$ cat src/shared/ogdc_pkg.sv
// ****************************************
// Output guard and diagnostic constants.
// ****************************************
package ogdc_pkg;
   // Clock and documented times.
   localparam int unsigned CLK_PERIOD_NS  = 10;
   localparam int unsigned ETO_PERIOD_MS  = 50;
   localparam int unsigned SLEEP_ENTRY_US = 200;
   localparam int unsigned RST_PULSE_US   = 10;
   localparam int unsigned CP_SETTLE_MS   = 3;
   localparam int unsigned FP_PERIOD_MS   = 100;
   localparam int unsigned FP_DUTY_FLT    = 20;
   localparam int unsigned FP_DUTY_OK     = 80;
   // Cycle counts derived from the times.
   localparam int unsigned ETO_CYC   = ETO_PERIOD_MS * 1000000 / CLK_PERIOD_NS;
   localparam int unsigned SLEEP_CYC =
      (SLEEP_ENTRY_US * 1000 + CLK_PERIOD_NS - 1) / CLK_PERIOD_NS;
   localparam int unsigned RST_CYC   =
      (RST_PULSE_US * 1000 + CLK_PERIOD_NS - 1) / CLK_PERIOD_NS;
   localparam int unsigned CP_CYC    =
      (CP_SETTLE_MS * 1000000 + CLK_PERIOD_NS - 1) / CLK_PERIOD_NS;
   localparam int unsigned FP_CYC    = FP_PERIOD_MS * 1000000 / CLK_PERIOD_NS;
   // Register byte addresses.
   localparam logic [3:0] ADDR_CFG    = 4'h0;
   localparam logic [3:0] ADDR_MASK   = 4'h4;
   localparam logic [3:0] ADDR_STATUS = 4'h8;
   localparam logic [3:0] ADDR_SENSE  = 4'hC;
   // Configuration fields.
   localparam int unsigned CFG_EWD_BIT  = 0;
   localparam int unsigned CFG_DG_LSB   = 1;
   localparam int unsigned CFG_GAIN_LSB = 3;
   localparam int unsigned CFG_OFS_LSB  = 6;
   localparam int unsigned CFG_W        = 10;
   localparam logic [9:0]  CFG_RST      = 10'h000;
   // Status layout: level diagnostics sit from ST_LVL_LSB up.
   localparam int unsigned NUM_DIAG   = 8;
   localparam int unsigned ST_POR     = 0;
   localparam int unsigned ST_ETO     = 1;
   localparam int unsigned ST_LVL_LSB = 2;
   localparam int unsigned ST_OT      = 2;
   localparam int unsigned ST_SE      = 3;
   localparam int unsigned ST_VLO     = 4;
   localparam int unsigned STATUS_W   = 10;
   localparam logic [9:0]  STATUS_RST = 10'h001;
   localparam logic [9:0]  UNMASKABLE = 10'h00D;
   localparam logic [9:0]  MASK_RST   = 10'h000;
   localparam int unsigned SER_FF_BIT = 15;
   // Diagnostic pin selections.
   typedef enum logic [1:0] {
      DG_GENERAL = 2'b00,
      DG_PULSED  = 2'b01,
      DG_TEMP    = 2'b10,
      DG_OFFSET  = 2'b11
   } ogdc_dg_e;
   // Watchdog states.
   typedef enum logic [1:0] {
      WD_IDLE = 2'b00,
      WD_RUN  = 2'b01,
      WD_TRIP = 2'b10
   } ogdc_wd_e;
   // Power states.
   typedef enum logic [1:0] {
      PW_ACTIVE = 2'b00,
      PW_SLEEP  = 2'b01,
      PW_CPWAIT = 2'b10
   } ogdc_pw_e;
   // Register port request.
   typedef struct packed {
      logic [3:0]  addr;
      logic [31:0] wdata;
      logic        wr;
      logic        rd;
   } ogdc_bus_req_s;
endpackage

$ cat src/hw/ogdc_guard.sv
// Functional notes
// - Enable input gates the final gate commands directly; low turns all off.
// - Watchdog supervises enable only when the watchdog bit is one.
// - In watchdog mode first enable edge activates outputs and starts timer.
// - Missing edge within timeout forces outputs low and sets timeout flag.
// - After timeout any enable edge reactivates outputs and restarts timer.
// - Timeout flag stays latched until software clears it or a wake from sleep clears it.
// - Reset input low beyond 200 us disables outputs and enters sleep.
// - Waking from sleep clears latched fault states and all fault flags.
// - After wake outputs stay off until charge pump settle time ends.
// - Overvoltage on reset pin sets the logic pin overvoltage flag.
// - Short reset pulse clears latched output-disabling faults.
// - Short reset pulse leaves status flags unchanged.
// - Gain code 0..6 gives 10..40 in steps of 5, code 7 gives 50.
// - Offset code decodes to output offset up to 2.5 V.
// - All diagnostics maskable except power-on, serial error, overtemperature.
// - Diagnostic select picks general, pulsed, temperature or offset output.
// - General flag is low while a fault or latched disable is present.
// - Pulsed mode: 100 ms period, 20 % duty on fault, 80 % otherwise.
// - Every register write loads the status word for shifting out.
//
// Added by the designer: the strobed register port and the register addresses.
`timescale 1ns/100ps
module ogdc_guard
   import ogdc_pkg::*;
#(
   parameter int unsigned ETO_CYCLES   = ETO_CYC,
   parameter int unsigned SLEEP_CYCLES = SLEEP_CYC,
   parameter int unsigned RST_CYCLES   = RST_CYC,
   parameter int unsigned CP_CYCLES    = CP_CYC,
   parameter int unsigned FP_CYCLES    = FP_CYC
) (
   input  wire logic                ref_clk_in,
   input  wire logic                nrst_in,
   input  wire ogdc_bus_req_s       bus_req_in,
   output logic [31:0]              bus_rdata_out,
   input  wire logic                enable_in,
   input  wire logic                sleep_reset_n_in,
   input  wire logic [3:0]          phase_cmd_in,
   input  wire logic [NUM_DIAG-1:0] diag_lvl_in,
   input  wire logic                latch_fault_in,
   output logic [3:0]               gate_out,
   output logic                     diag_pin_out,
   output logic [1:0]               diag_analog_sel_out,
   output logic [5:0]               sense_gain_out,
   output logic [11:0]              sense_offset_mv_out,
   output logic                     status_load_out,
   output logic [15:0]              status_word_out,
   output logic                     sleep_out
);
   localparam int unsigned CW = 32;

   // ****************************************
   // Decode functions.
   // ****************************************
   // Gain code to amplifier gain.
   function automatic logic [5:0] gain_dec(input logic [2:0] c);
      gain_dec = (c == 3'h7) ? 6'h32 : 6'(10 + 5 * c);
   endfunction

   // Offset code to offset in millivolts.
   function automatic logic [11:0] ofs_dec(input logic [3:0] c);
      case (c)
         4'h0, 4'h1: ofs_dec = 12'h000;
         4'h2, 4'h3: ofs_dec = 12'h064;
         4'h4: ofs_dec = 12'h0C8;
         4'h5: ofs_dec = 12'h12C;
         4'h6: ofs_dec = 12'h190;
         4'h7: ofs_dec = 12'h1F4;
         default: ofs_dec = 12'(750 + 250 * (c - 4'h8));
      endcase
   endfunction

   // ****************************************
   // Registers and state.
   // ****************************************
   logic [CFG_W-1:0]    cfg_r;
   logic [STATUS_W-1:0] mask_r;
   logic [STATUS_W-1:0] status_r;
   logic [STATUS_W-1:0] status_nxt;
   ogdc_wd_e            wd_r;
   ogdc_wd_e            wd_nxt;
   logic [CW-1:0]       wd_cnt_r;
   logic [CW-1:0]       wd_cnt_nxt;
   ogdc_pw_e            pw_r;
   ogdc_pw_e            pw_nxt;
   logic [CW-1:0]       low_cnt_r;
   logic [CW-1:0]       cp_cnt_r;
   logic [CW-1:0]       fp_cnt_r;
   logic                en_prev_r;
   logic                rst_prev_r;
   logic                lat_dis_r;
   logic [31:0]         rdata_nxt;

   // ****************************************
   // Bus decode.
   // ****************************************
   // Strobe and address decode.
   wire wr_cfg    = bus_req_in.wr && (bus_req_in.addr == ADDR_CFG);
   wire wr_mask   = bus_req_in.wr && (bus_req_in.addr == ADDR_MASK);
   wire wr_status = bus_req_in.wr && (bus_req_in.addr == ADDR_STATUS);

   // Configuration fields.
   wire       enable_watchdog_on    = cfg_r[CFG_EWD_BIT];
   wire [1:0] dg_sel = cfg_r[CFG_DG_LSB +: 2];
   wire [2:0] g_code = cfg_r[CFG_GAIN_LSB +: 3];
   wire [3:0] o_code = cfg_r[CFG_OFS_LSB +: 4];

   // Read data selection.
   always_comb begin
      if (bus_req_in.addr == ADDR_CFG) begin
         rdata_nxt = 32'(cfg_r);
      end else if (bus_req_in.addr == ADDR_MASK) begin
         rdata_nxt = 32'(mask_r);
      end else if (bus_req_in.addr == ADDR_STATUS) begin
         rdata_nxt = 32'(status_r);
      end else if (bus_req_in.addr == ADDR_SENSE) begin
         rdata_nxt = {14'h0000, sense_offset_mv_out, sense_gain_out};
      end else begin
         rdata_nxt = 32'h00000000;
      end
   end

   // ****************************************
   // Enable watchdog.
   // ****************************************
   // Enable edge and timeout terminal count.
   wire en_edge = enable_in ^ en_prev_r;
   wire wd_end  = (wd_cnt_r == CW'(ETO_CYCLES - 1));
   wire eto_evt = (wd_r == WD_RUN) && enable_watchdog_on && !en_edge && wd_end;

   // Watchdog state machine.
   always_comb begin
      wd_nxt = wd_r;
      wd_cnt_nxt = wd_cnt_r + CW'(1);
      case (wd_r)
         WD_IDLE: begin
            wd_cnt_nxt = '0;
            if (enable_watchdog_on && en_edge) begin
               wd_nxt = WD_RUN;
            end
         end
         WD_RUN: begin
            if (!enable_watchdog_on) begin
               wd_nxt = WD_IDLE;
            end else if (en_edge) begin
               wd_cnt_nxt = '0;
            end else if (wd_end) begin
               wd_nxt = WD_TRIP;
            end
         end
         WD_TRIP: begin
            wd_cnt_nxt = '0;
            if (!enable_watchdog_on) begin
               wd_nxt = WD_IDLE;
            end else if (en_edge) begin
               wd_nxt = WD_RUN;
            end
         end
         default: begin
            wd_nxt = WD_IDLE;
         end
      endcase
   end

   // ****************************************
   // Sleep, wake and fault-clear pulse.
   // ****************************************
   // Reset pin edge and qualification.
   wire rst_rise  = sleep_reset_n_in && !rst_prev_r;
   wire low_sat   = (low_cnt_r == CW'(SLEEP_CYCLES));
   wire wake      = rst_rise && (pw_r == PW_SLEEP);
   wire clr_pulse = rst_rise && (pw_r != PW_SLEEP)
                    && (low_cnt_r >= CW'(RST_CYCLES));

   // Power state machine.
   always_comb begin
      pw_nxt = pw_r;
      case (pw_r)
         PW_ACTIVE: begin
            if (low_sat) begin
               pw_nxt = PW_SLEEP;
            end
         end
         PW_SLEEP: begin
            if (wake) begin
               pw_nxt = PW_CPWAIT;
            end
         end
         PW_CPWAIT: begin
            if (low_sat) begin
               pw_nxt = PW_SLEEP;
            end else if (cp_cnt_r == CW'(CP_CYCLES - 1)) begin
               pw_nxt = PW_ACTIVE;
            end
         end
         default: begin
            pw_nxt = PW_ACTIVE;
         end
      endcase
   end

   // ****************************************
   // Gate output and status.
   // ****************************************
   // Final gate command, gated directly by the enable level.
   wire wd_ok    = !enable_watchdog_on || (wd_r == WD_RUN);
   wire drive_ok = enable_in && wd_ok && (pw_r == PW_ACTIVE) && !lat_dis_r;
   assign gate_out = phase_cmd_in & {4{drive_ok}};

   // Sticky flags: set wins over clear; wake clears every flag.
   wire [STATUS_W-1:0] set_v = {diag_lvl_in, eto_evt, 1'b0}
                               & ~mask_r;
   wire [STATUS_W-1:0] clr_v = wr_status ?
                               bus_req_in.wdata[STATUS_W-1:0] : '0;
   assign status_nxt = (status_r & ~clr_v & ~{STATUS_W{wake}}) | set_v;

   // Live fault summary for the diagnostic pin.
   wire lvl_fault = |(diag_lvl_in & ~mask_r[ST_LVL_LSB +: NUM_DIAG]);
   wire fault_any = lvl_fault || lat_dis_r || (wd_r == WD_TRIP);

   // Pulsed flag waveform.
   wire [CW-1:0] duty_cyc = fault_any ? CW'(FP_CYCLES * FP_DUTY_FLT / 100)
                                      : CW'(FP_CYCLES * FP_DUTY_OK / 100);
   wire fp_high = (fp_cnt_r < duty_cyc);
   wire fp_wrap = (fp_cnt_r == CW'(FP_CYCLES - 1));

   // Diagnostic pin level per selection.
   wire diag_nxt = (dg_sel == DG_GENERAL) ? !fault_any :
                   (dg_sel == DG_PULSED)  ? fp_high : 1'b1;

   // ****************************************
   // Flip-flops.
   // ****************************************
   // Software registers and read data.
   always_ff @(posedge ref_clk_in or negedge nrst_in) begin
      if (!nrst_in) begin
         cfg_r <= CFG_RST;
         mask_r <= MASK_RST;
         status_r <= STATUS_RST;
         bus_rdata_out <= 32'h00000000;
      end else begin
         if (wr_cfg) begin
            cfg_r <= bus_req_in.wdata[CFG_W-1:0];
         end
         if (wr_mask) begin
            mask_r <= bus_req_in.wdata[STATUS_W-1:0] & ~UNMASKABLE;
         end
         status_r <= status_nxt;
         bus_rdata_out <= bus_req_in.rd ? rdata_nxt : 32'h00000000;
      end
   end

   // Watchdog and power state registers.
   always_ff @(posedge ref_clk_in or negedge nrst_in) begin
      if (!nrst_in) begin
         wd_r <= WD_IDLE;
         wd_cnt_r <= '0;
         pw_r <= PW_ACTIVE;
         en_prev_r <= 1'b0;
         rst_prev_r <= 1'b1;
      end else begin
         wd_r <= wd_nxt;
         wd_cnt_r <= wd_cnt_nxt;
         pw_r <= pw_nxt;
         en_prev_r <= enable_in;
         rst_prev_r <= sleep_reset_n_in;
      end
   end

   // Counters for reset low time, charge pump settle and pulse period.
   always_ff @(posedge ref_clk_in or negedge nrst_in) begin
      if (!nrst_in) begin
         low_cnt_r <= '0;
         cp_cnt_r <= '0;
         fp_cnt_r <= '0;
      end else begin
         low_cnt_r <= (sleep_reset_n_in || low_sat) ?
                      (sleep_reset_n_in ? '0 : low_cnt_r) : low_cnt_r + CW'(1);
         cp_cnt_r <= (pw_r == PW_CPWAIT) ? cp_cnt_r + CW'(1) : '0;
         fp_cnt_r <= fp_wrap ? '0 : fp_cnt_r + CW'(1);
      end
   end

   // Latched output disable: set by a latched fault, cleared by pulse or wake.
   always_ff @(posedge ref_clk_in or negedge nrst_in) begin
      if (!nrst_in) begin
         lat_dis_r <= 1'b0;
      end else begin
         lat_dis_r <= latch_fault_in || (lat_dis_r && !clr_pulse && !wake);
      end
   end

   // Outputs from flip-flops.
   always_ff @(posedge ref_clk_in or negedge nrst_in) begin
      if (!nrst_in) begin
         diag_pin_out <= 1'b1;
         diag_analog_sel_out <= 2'b00;
         sense_gain_out <= 6'h0A;
         sense_offset_mv_out <= 12'h000;
         status_load_out <= 1'b0;
         status_word_out <= 16'h0000;
         sleep_out <= 1'b0;
      end else begin
         diag_pin_out <= diag_nxt;
         diag_analog_sel_out <= dg_sel;
         sense_gain_out <= gain_dec(g_code);
         sense_offset_mv_out <= ofs_dec(o_code);
         status_load_out <= bus_req_in.wr;
         if (bus_req_in.wr) begin
            status_word_out <= {|status_r, 5'h00, status_r};
         end
         sleep_out <= (pw_r == PW_SLEEP);
      end
   end
endmodule

$ cat config.mk
export PLATFORM = sky130hd
export DESIGN_NAME = ogdc_guard
export DESIGN_NICKNAME = d
export VERILOG_FILES = /design/src/shared/ogdc_pkg.sv /design/src/hw/ogdc_guard.sv
export SDC_FILE = /design/constraint.sdc
export NUM_CORES = 1
export LEC_CHECK = 0
export BUFFER_PORTS_ARGS = -buffer_cell sky130_fd_sc_hd__buf_2
export CAP_MARGIN = 20
export CORE_MARGIN = 2
export CORE_UTILIZATION = 65
export CTS_BUF_LIST = sky130_fd_sc_hd__clkbuf_4 sky130_fd_sc_hd__clkbuf_8
export CTS_CLUSTER_SIZE = 20
export DETAILED_ROUTE_END_ITERATION = 10
export PLACE_DENSITY = 0.92
export SLEW_MARGIN = 15
export SYNTH_ARGS = -nofsm -noshare
export SYNTH_HDL_FRONTEND = slang
export SYNTH_SLANG_ARGS = --single-unit
export TNS_END_PERCENT = 5
$ cat constraint.sdc
create_clock -name ref_clk_in -period 7.21 [get_ports ref_clk_in]
set_input_delay 0.721 -clock ref_clk_in [delete_from_list [all_inputs] [get_ports ref_clk_in]]
set_output_delay 0.721 -clock ref_clk_in [all_outputs]
set_load 0.01 [all_outputs]
# == Word-level counts from Yosys, hierarchy flattened ==
# Cells that the tools add are included.
# word_totals
inputBits,55
reg_bits,228
output_inout_bits,75
elab_cells,141
# classes
n_eq_ne,29
n_bitwise,11
n_lt_le_gt_ge,2
n_addsub,7
n_mux,30
reduce_logical,40
mul,2
# op_table
operator,n
2-to-1 mux 32 bit,10
adder 32 x 1 -> 32 bit (second input constant),4
case mux 12 bit (6 select lines),1
case mux 32 bit (2 select lines),1
== test 32 x 15 -> 1 bit (second input constant),1
== test 32 x 19 -> 1 bit (second input constant),1
== test 32 x 23 -> 1 bit (second input constant),1
== test 32 x 24 -> 1 bit (second input constant),1
>= comparator 32 x 10 -> 1 bit (second input constant),1
less-than comparator 32 x 23 -> 1 bit,1
multiplier 7 x 32 -> 11 bit (first input constant),1
bitwise AND 10 bit,3
NOT 10 bit,3
2-to-1 mux 23 bit,1
== test 4 x 3 -> 1 bit (second input constant),5
2-to-1 mux 2 bit,10
2-to-1 mux 18 bit,1
logical AND 1 bit,16
adder 10 x 12 -> 12 bit (first input constant),1
!= test 3 bit (second input constant),4
case mux 2 bit (3 select lines),2
2-to-1 mux 10 bit,1
bitwise OR 10 bit,1
OR reduction 10 bit,1
25 further kinds,49

# == Depth between registers and ports, before layout ==
# Gate-level depths: netlist of the first run.
# depth
depth_word,9
ltp_mapped,17
depth_no_buf,16

# == Worst setup path before layout of the first run ==
# OpenSTA, ideal clock, no wires.
# synth_timing
kind,reg2reg
from,register cfg_r[9]
to,register sense_offset_mv_out[10]
arrival_ps,4378
t_required_ps,7079
stages_incl_launch_ff,18
slack_ps,2701
setup_time_ps,131
period_less_slack_ps,4509
path_buffers,1
cell_sequence,dfrtp_1 -> clkbuf_1 -> inv_1 -> ha_1 -> inv_1 -> ha_1 -> inv_1 -> fa_1 -> fa_1 -> inv_1 -> ha_1 -> and3_1 -> nor3_1 -> nor2_1 -> or4_1 -> a21oi_1 -> xor2_1 -> nor2_1
# synth_via
elab_chain_cells,4
elab_cells_between_ends,14
classes_between,add/sub (2); mul (1); eq/ne (7); mux (1); reduce/logical (3)
# synth_rtl
element,line_no,rtl
from (decl),ogdc_guard.sv:77,logic [CFG_W-1:0] cfg_r;
from (signal assigned),ogdc_guard.sv:244,cfg_r <= bus_req_in.wdata[CFG_W-1:0];
subtractor 4 x 4 -> 5 bit,ogdc_guard.sv:70,default: ofs_dec = 12'(750 + 250 * (c - 4'h8));
multiplier 7 x 32 -> 11 bit,ogdc_guard.sv:70,
adder 10 x 12 -> 12 bit,ogdc_guard.sv:70,
case mux 12 bit (6 select lines) (*),ogdc_guard.sv:63,case (c)
to (signal assigned),ogdc_guard.sv:308,sense_offset_mv_out <= ofs_dec(o_code);
to (decl),ogdc_guard.sv:46,"output logic [11:0] sense_offset_mv_out,"
# Every way passes the cells marked *; elsewhere a longest branch is shown, timed or not.
# A chain may end at the register's enable or synchronous reset.

# == Worst setup path after layout of the first run ==
# layout_timing
from,register cfg_r[9]
to,register sense_offset_mv_out[11]
# Same word-level chain as after synthesis.

==> results of run 1 <==
-- state kept, by name, summed over array words and instances (netlist names), 2 cells and up --
name,count
mask_r,7
wd_cnt_r,32
low_cnt_r,32
bus_rdata_out,18
wd_r,2
status_word_out,11
diag_analog_sel_out,2
sense_offset_mv_out,11
sense_gain_out,6
cp_cnt_r,32
fp_cnt_r,32
pw_r,2
status_r,10
cfg_r,10
-- metal layers --
layer  track usage, %  share of wire [%]
met3             6.49                6.5
met5                0                  0
met4             13.4                4.1
met1             37.4                 41
met2             46.5                 49
-- power by group through the flow --
stage	combinational [µW]	sequential (µW)	clock (µW)
after detailed placement	1850	1400	0
final	1900	1380	1290
after global placement	1800	1400	0
after global routing	2130	1390	1360
after CTS	1900	1380	1300
after floorplan	1510	1400	0
-- worst min-delay path by stage --
stage,cells past startpoint,endpoint
after CTS,1,en_prev_r
after global placement,2,status_r[0]
after global routing,1,en_prev_r
final,1,fp_cnt_r[27]
after detailed placement,1,fp_cnt_r[4]
after floorplan,0,diag_analog_sel_out[1]
-- cell families after synthesis --
| logic type | synth area share, % |
|---|---|
| other cells | 0.0336 |
| buf+inv | 3.92 |
| xor+xnor | 10.2 |
| fa+ha+maj | 6.83 |
| simple gates | 21.3 |
| flops | 47.8 |
| mux | 3.82 |
| compound gates | 6.17 |
-- synth_stat cells (7+ instances only) --
cell	instances	area share, %
nand2_1	94	3.2
nor4_1	22	1.2
buf_4	20	1.3
or3_1	13	0.73
clkbuf_1	25	0.84
fa_1	10	1.8
and3_1	23	1.3
a21oi_1	30	1.3
nor2b_1	15	0.84
nor2_1	138	4.6
and2_1	20	1.1
o211ai_1	7	0.47
mux2i_1	10	0.90
dfrtp_1	208	47
xor2_1	67	5.3
a31o_2	9	0.71
o21ai_0	27	1.2
nand3_1	56	2.5
ha_1	45	5.0
xnor2_1	60	4.7
nand4_1	24	1.3
and4_1	9	0.71
mux2_2	29	2.9
inv_1	43	1.4
nor3_1	18	0.81
-- critical path, cell delays in order, from the launching register on --
cell	delay [ps]
dfrtp_1	740
inv_1	350
ha_1	410
inv_1	50
ha_1	280
inv_1	80
fa_1	450
fa_1	520
inv_1	50
ha_1	330
a21o_1	170
a21oi_1	280
xnor2_1	220
o21ai_0	240
a21boi_2	210
xnor3_1	320
nor2_1	90
-- layout make-up --
class / count / area (µm²) / area share, %
Inverter: 43 / 161 / 1.28
Antenna cell: 2 / 5.00 / 0.0397
Sequential cell: 213 / 5340 / 42.4
Clock inverter: 16 / 240 / 1.91
Multi-Input combinational cell: 816 / 5470 / 43.4
Timing Repair Buffer: 92 / 482 / 3.82
Clock buffer: 49 / 631 / 5.01
Tap cell: 220 / 275 / 2.18
-- through the flow --
step	hold slack (ps)	power [µW]	util (%)	instance area [µm²]	worst slack, ps
after CTS	326	4580	75.4	12600	2320
after floorplan	390	2910	-	11200	2700
after global placement	454	3200	70.2	11700	2500
final	316	4570	75.4	12600	2360
after global routing	338	4880	75.4	12600	1980
after detailed placement	456	3260	70.2	11700	2390
==> metrics.txt, run 1 <==
Yosys cell types 73; clk slew on worst S/H paths roughly 60 ps; area growth from synthesis to layout 12.8%; hpwl dp 17100 µm; crit path to sense_offset_mv_out[11]; sw frac ~34%; row cnt 47; final weighted congestion in routability-driven placement 0.905; nets@finish 1312; Num CTS Buffers 36; synthesized cell area around 11000 µm²; pin count of the biggest net entering global routing roughly 120; cts hold-fix bufs 0; Sinks on Clock Net 213; Root Driver clkbuf_8; RSZ-0062 raised after global routing no; fin. max-slew vios 0; fin crit share 67.2%; die height between 100 and 150 µm; vias per inst 5.93; Post-Route Skew 22.1 ps; Top FF cell, synth dfrtp_1; Post-Synthesis Cells 1103; Crit path arrival time 5300 ps; Core Box Area 16700 µm²; Seq/Total Area, Yosys between 40% and 50%; headroom to the max-slew limit 38.4%; Initial DRC Count ~720; die width around 140 µm; post-CTS sizing 0; Vias 8604; Cell Pwr Density around 360 nW/µm²; total global routing overflow 0; IO Pins 130; clock buffer depth 3; Placed Cells ~1400; status complete, no violations; FMAX 206 MHz; Slew @ Worst Pin 924 ps; first-pass GRT wire length 41900 µm; Ys Warns 0; Max-Cap Viols 0; Initial DRT Pass Iterations 7; Critical Path Start cfg_r[9]; Finish-stage setup viols 0; Hold Fails Final Rpt 0; worst path required time 7660 ps; Post-synth EDFFs 0; vias in the first global route 8564; critical path peak fanout 15; Worst Path Class, Setup reg2reg; CP Launch Type flop; Setup Buffers After CTS 0; CTS tree done; reg-to-reg slack, setup 2360 ps; Port Buffers 87; layout cells sized above 1 17.7%; Clock power frac 28.2%; post-synthesis register bit count approximately 210; Residual DRC 0; Initial Util 66.9%; commonest non-fill, non-tap cell in the layout dfrtp_1; reg-to-reg endpoint sense_offset_mv_out[11]; Worst R2R Path Depth 16; commonest non-fill, non-tap cells in the layout 208 x dfrtp_1, 138 x nor2_1, 94 x nand2_1; fin crit period 4850 ps; maximum VDD drop between 0.8 and 0.9 mV; DRT Wirelength 25400 µm; Setup crit end kind flop; Worst-Skew Late Latency 540 ps; HP Class in2async; Logic pwr share 41.5%; Routed Antenna Nets 0; final std cells w/o fill ~1500; sw power between 1500 and 2000 µW; FFs w/ async S/R, synth 100%; total negative slack 0 ps; DR WL/cell 17.5 µm; antenna violations before repair 2; full die area 18200 µm²; FILL cells approximately 1000; P_int 3000 µW; syn_area_per_cell 10.1 µm²; CTS H-tree lvls 2; Total GRT Usage 28.8%; Pleak between 0.005 and 0.006 µW; launch point of the worst reg-to-reg path cfg_r[9]; Sequential Power Share 30.3%
No activity file was read; power rests on OpenSTA's default activity.
==> inputs of run 2 (changes only) <==
Settings changed: CORE_UTILIZATION 65 to 55, PLACE_DENSITY 0.92 to 0.83.
Clock period 7.21 ns to 4.4 ns, I/O delays scaled along.
==> metrics.txt, run 2 (same netlist as run 1, synthesis figures left out) <==
first-pass GRT wire length 39300 µm (was 41900 µm); Num CTS Buffers 36 (unchanged); post-route setup slack 230 ps (was 2360 ps); Residual DRC 0 (unchanged); Max-Cap Viols 0 (unchanged); DRT Wirelength 23500 µm (was 25400 µm); Vias 8269 (was 8604); Worst-Skew Late Latency 520 ps (was 540 ps); status complete, no violations (unchanged); full die area 21500 µm² (was 18200 µm²); commonest non-fill, non-tap cells in the layout 205 x dfrtp_1, 138 x nor2_1, 94 x nand2_1 (was 208 x dfrtp_1, 138 x nor2_1, 94 x nand2_1); CTS H-tree lvls 2 (unchanged); sw frac 35.2% (was 34.4%); Root Driver clkbuf_8 (unchanged); ANT cells 0 (was 2); final weighted congestion in routability-driven placement 0.862 (was 0.905); HP Class in2async (unchanged); Initial Util 55.5% (was 66.9%); Sinks on Clock Net 213 (unchanged); maximum VDD drop 0.994 mV (was 0.894 mV); Slew @ Worst Pin 879 ps (was 924 ps); Logic pwr share 44.6% (was 41.5%); headroom to the max-slew limit 41.4% (was 38.4%); DR WL/cell 15.7 µm (was 17.5 µm); crit path buf inv count 3 (was 4); IO Pins 130 (unchanged); Clock power frac 23.9% (was 28.2%); vias per inst 5.52 (was 5.93); Setup crit end kind flop (unchanged); fin crit period 4170 ps (was 4850 ps); sw power 2510 µW (was 1570 µW); P_int 4620 µW (was 3000 µW); Routed Antenna Nets 0 (unchanged); fin crit share 94.8% (was 67.2%); clk slew on worst S/H paths 60 ps (about the same); Crit path arrival time 4600 ps (was 5300 ps); critical path's slowest cell fa_1 (was dfrtp_1); fin. max-slew vios 0 (unchanged); FMAX 240 MHz (was 206 MHz); Initial DRC Count 403 (was 718); CTS tree done (unchanged); Core Box Area 20100 µm² (was 16700 µm²); layout cells sized above 1 17.9% (was 17.7%); Finish-stage setup viols 0 (unchanged); Port Buffers 87 (unchanged); Cell Pwr Density 569 nW/µm² (was 363 nW/µm²); Total GRT Usage 22.2% (was 28.8%); worst path required time 4830 ps (was 7660 ps); Pleak 0.00565 µW (was 0.00569 µW); pre-CTS setup slack 151 ps (was 2390 ps); max incr delay on CP 510 ps (was 740 ps); Initial DRT Pass Iterations 5 (was 7); hpwl dp 16800 µm (was 17100 µm); vias in the first global route 8170 (was 8564); total negative slack 0 ps (unchanged); clock buffer depth 3 (unchanged); Sequential Power Share 31.5% (was 30.3%); Hold Fails Final Rpt 0 (unchanged); total global routing overflow 0 (unchanged); critical path peak fanout 6 (was 15); area growth from synthesis to layout 12.2% (was 12.8%); CP cell instances inv_1 -> ha_1 -> ha_1 -> inv_1 -> fa_1 -> fa_1 -> inv_1 -> ha_1 -> a21o_1 -> a21oi_1 -> or4b_1 -> o2111ai_1 -> a21boi_2 -> xnor3_1 -> nor2_1 (was inv_1 -> ha_1 -> inv_1 -> ha_1 -> inv_1 -> fa_1 -> fa_1 -> inv_1 -> ha_1 -> a21o_1 -> a21oi_1 -> xnor2_1 -> o21ai_0 -> a21boi_2 -> xnor3_1 -> nor2_1); commonest non-fill, non-tap cell in the layout dfrtp_1 (unchanged); Worst Path Class, Setup reg2reg (unchanged); critical path's top delay family adder cells (unchanged); row cnt 52 (was 47); die width 146 µm (was 135 µm); CP Launch Type flop (unchanged); Post-Route Skew 27.9 ps (was 22.1 ps); pin count of the biggest net entering global routing 110 (was 119); die height 146 µm (was 135 µm); RSZ-0062 raised after global routing no (unchanged); nets@finish 1318 (was 1312); antenna violations before repair 0 (was 2)
==> run 2: cell types whose count changed in the layout (fill, tap and decap cells not counted), sizes merged <==
cell,change
buf,+6
bufinv,-6
clkbuf,+5
clkinv,-2
clkinvlp,-4
diode,-2
==> run 2: metal layers <==
layer,global-route usage [%],up-vias,share of wire [%]
li1,-,3963,-
met1,30.2,4070,45
met2,35.6,177,47
met3,4.41,59,4.6
met4,8.40,0,3.2
met5,0,-,0
==> run 2: repair_timing <==
item | CTS | global route
gates resized for setup | 0 | 4
setup buffers | 0 | 1
setup endpoints to repair | 0 | 2
hold buffers | 0 | 0
==> run 2: power by group through the flow <==
stage | registers (µW) | logic, µW | clock network, µW
2_1_floorplan | 2300 | 2480 | 0
3_3_place_gp | 2280 | 3050 | 0
3_5_place_dp | 2280 | 3150 | 0
4_1_cts | 2250 | 3170 | 1740
5_1_grt | 2260 | 3620 | 1820
6_report | 2250 | 3180 | 1700
==> run 2: layout make-up <==
cell class                 instances  area, µm²
clock inverter                     4       23.8
timing repair buffer              98        539
fill                            1630       7570
inverter                          43        161
tap                              270        338
sequential                       213       5340
multi-input combinational        816       5470
clock buffer                      54        662
==> run 2: worst reg2reg max path, stage by stage, from the launching register on <==
cell and delay (ps):
dfrtp_2 440, inv_1 110, ha_1 350, ha_1 290, inv_1 50, fa_1 480
fa_1 510, inv_1 40, ha_1 330, a21o_1 130, a21oi_1 110, or4b_1 480
o2111ai_1 160, a21boi_2 230, xnor3_1 300, nor2_1 80
==> run 2: worst paths after layout <==
| kind | slack (ps) | start | end | depth (start not counted) |
|---|---|---|---|---|
| max | 230 | cfg_r[7] | sense_offset_mv_out[11] | 15 |
| max in group asynchronous | 3390 | nrst_in | diag_pin_out | 2 |
| min reg2reg | 460 | sense_offset_mv_out[10] | bus_rdata_out[16] | 1 |
| min | 20 | nrst_in | low_cnt_r[21] | 1 |
| max reg2reg | 230 | cfg_r[7] | sense_offset_mv_out[11] | 15 |
| min in group ref_clk_in | 110 | enable_in | en_prev_r | 1 |
==> run 2: metrics by stage <==
step	area (µm²)	hold WS (ps)	cells	power, µW	util [%]
2_1_floorplan	11200	144	1122	4780	-
3_3_place_gp	11800	455	1439	5330	58.9
3_5_place_dp	11800	457	1439	5440	58.9
4_1_cts	12500	67.8	1497	7150	62.3
5_1_grt	12500	89.9	1498	7700	62.3
6_report	12500	22.2	1498	7130	62.3
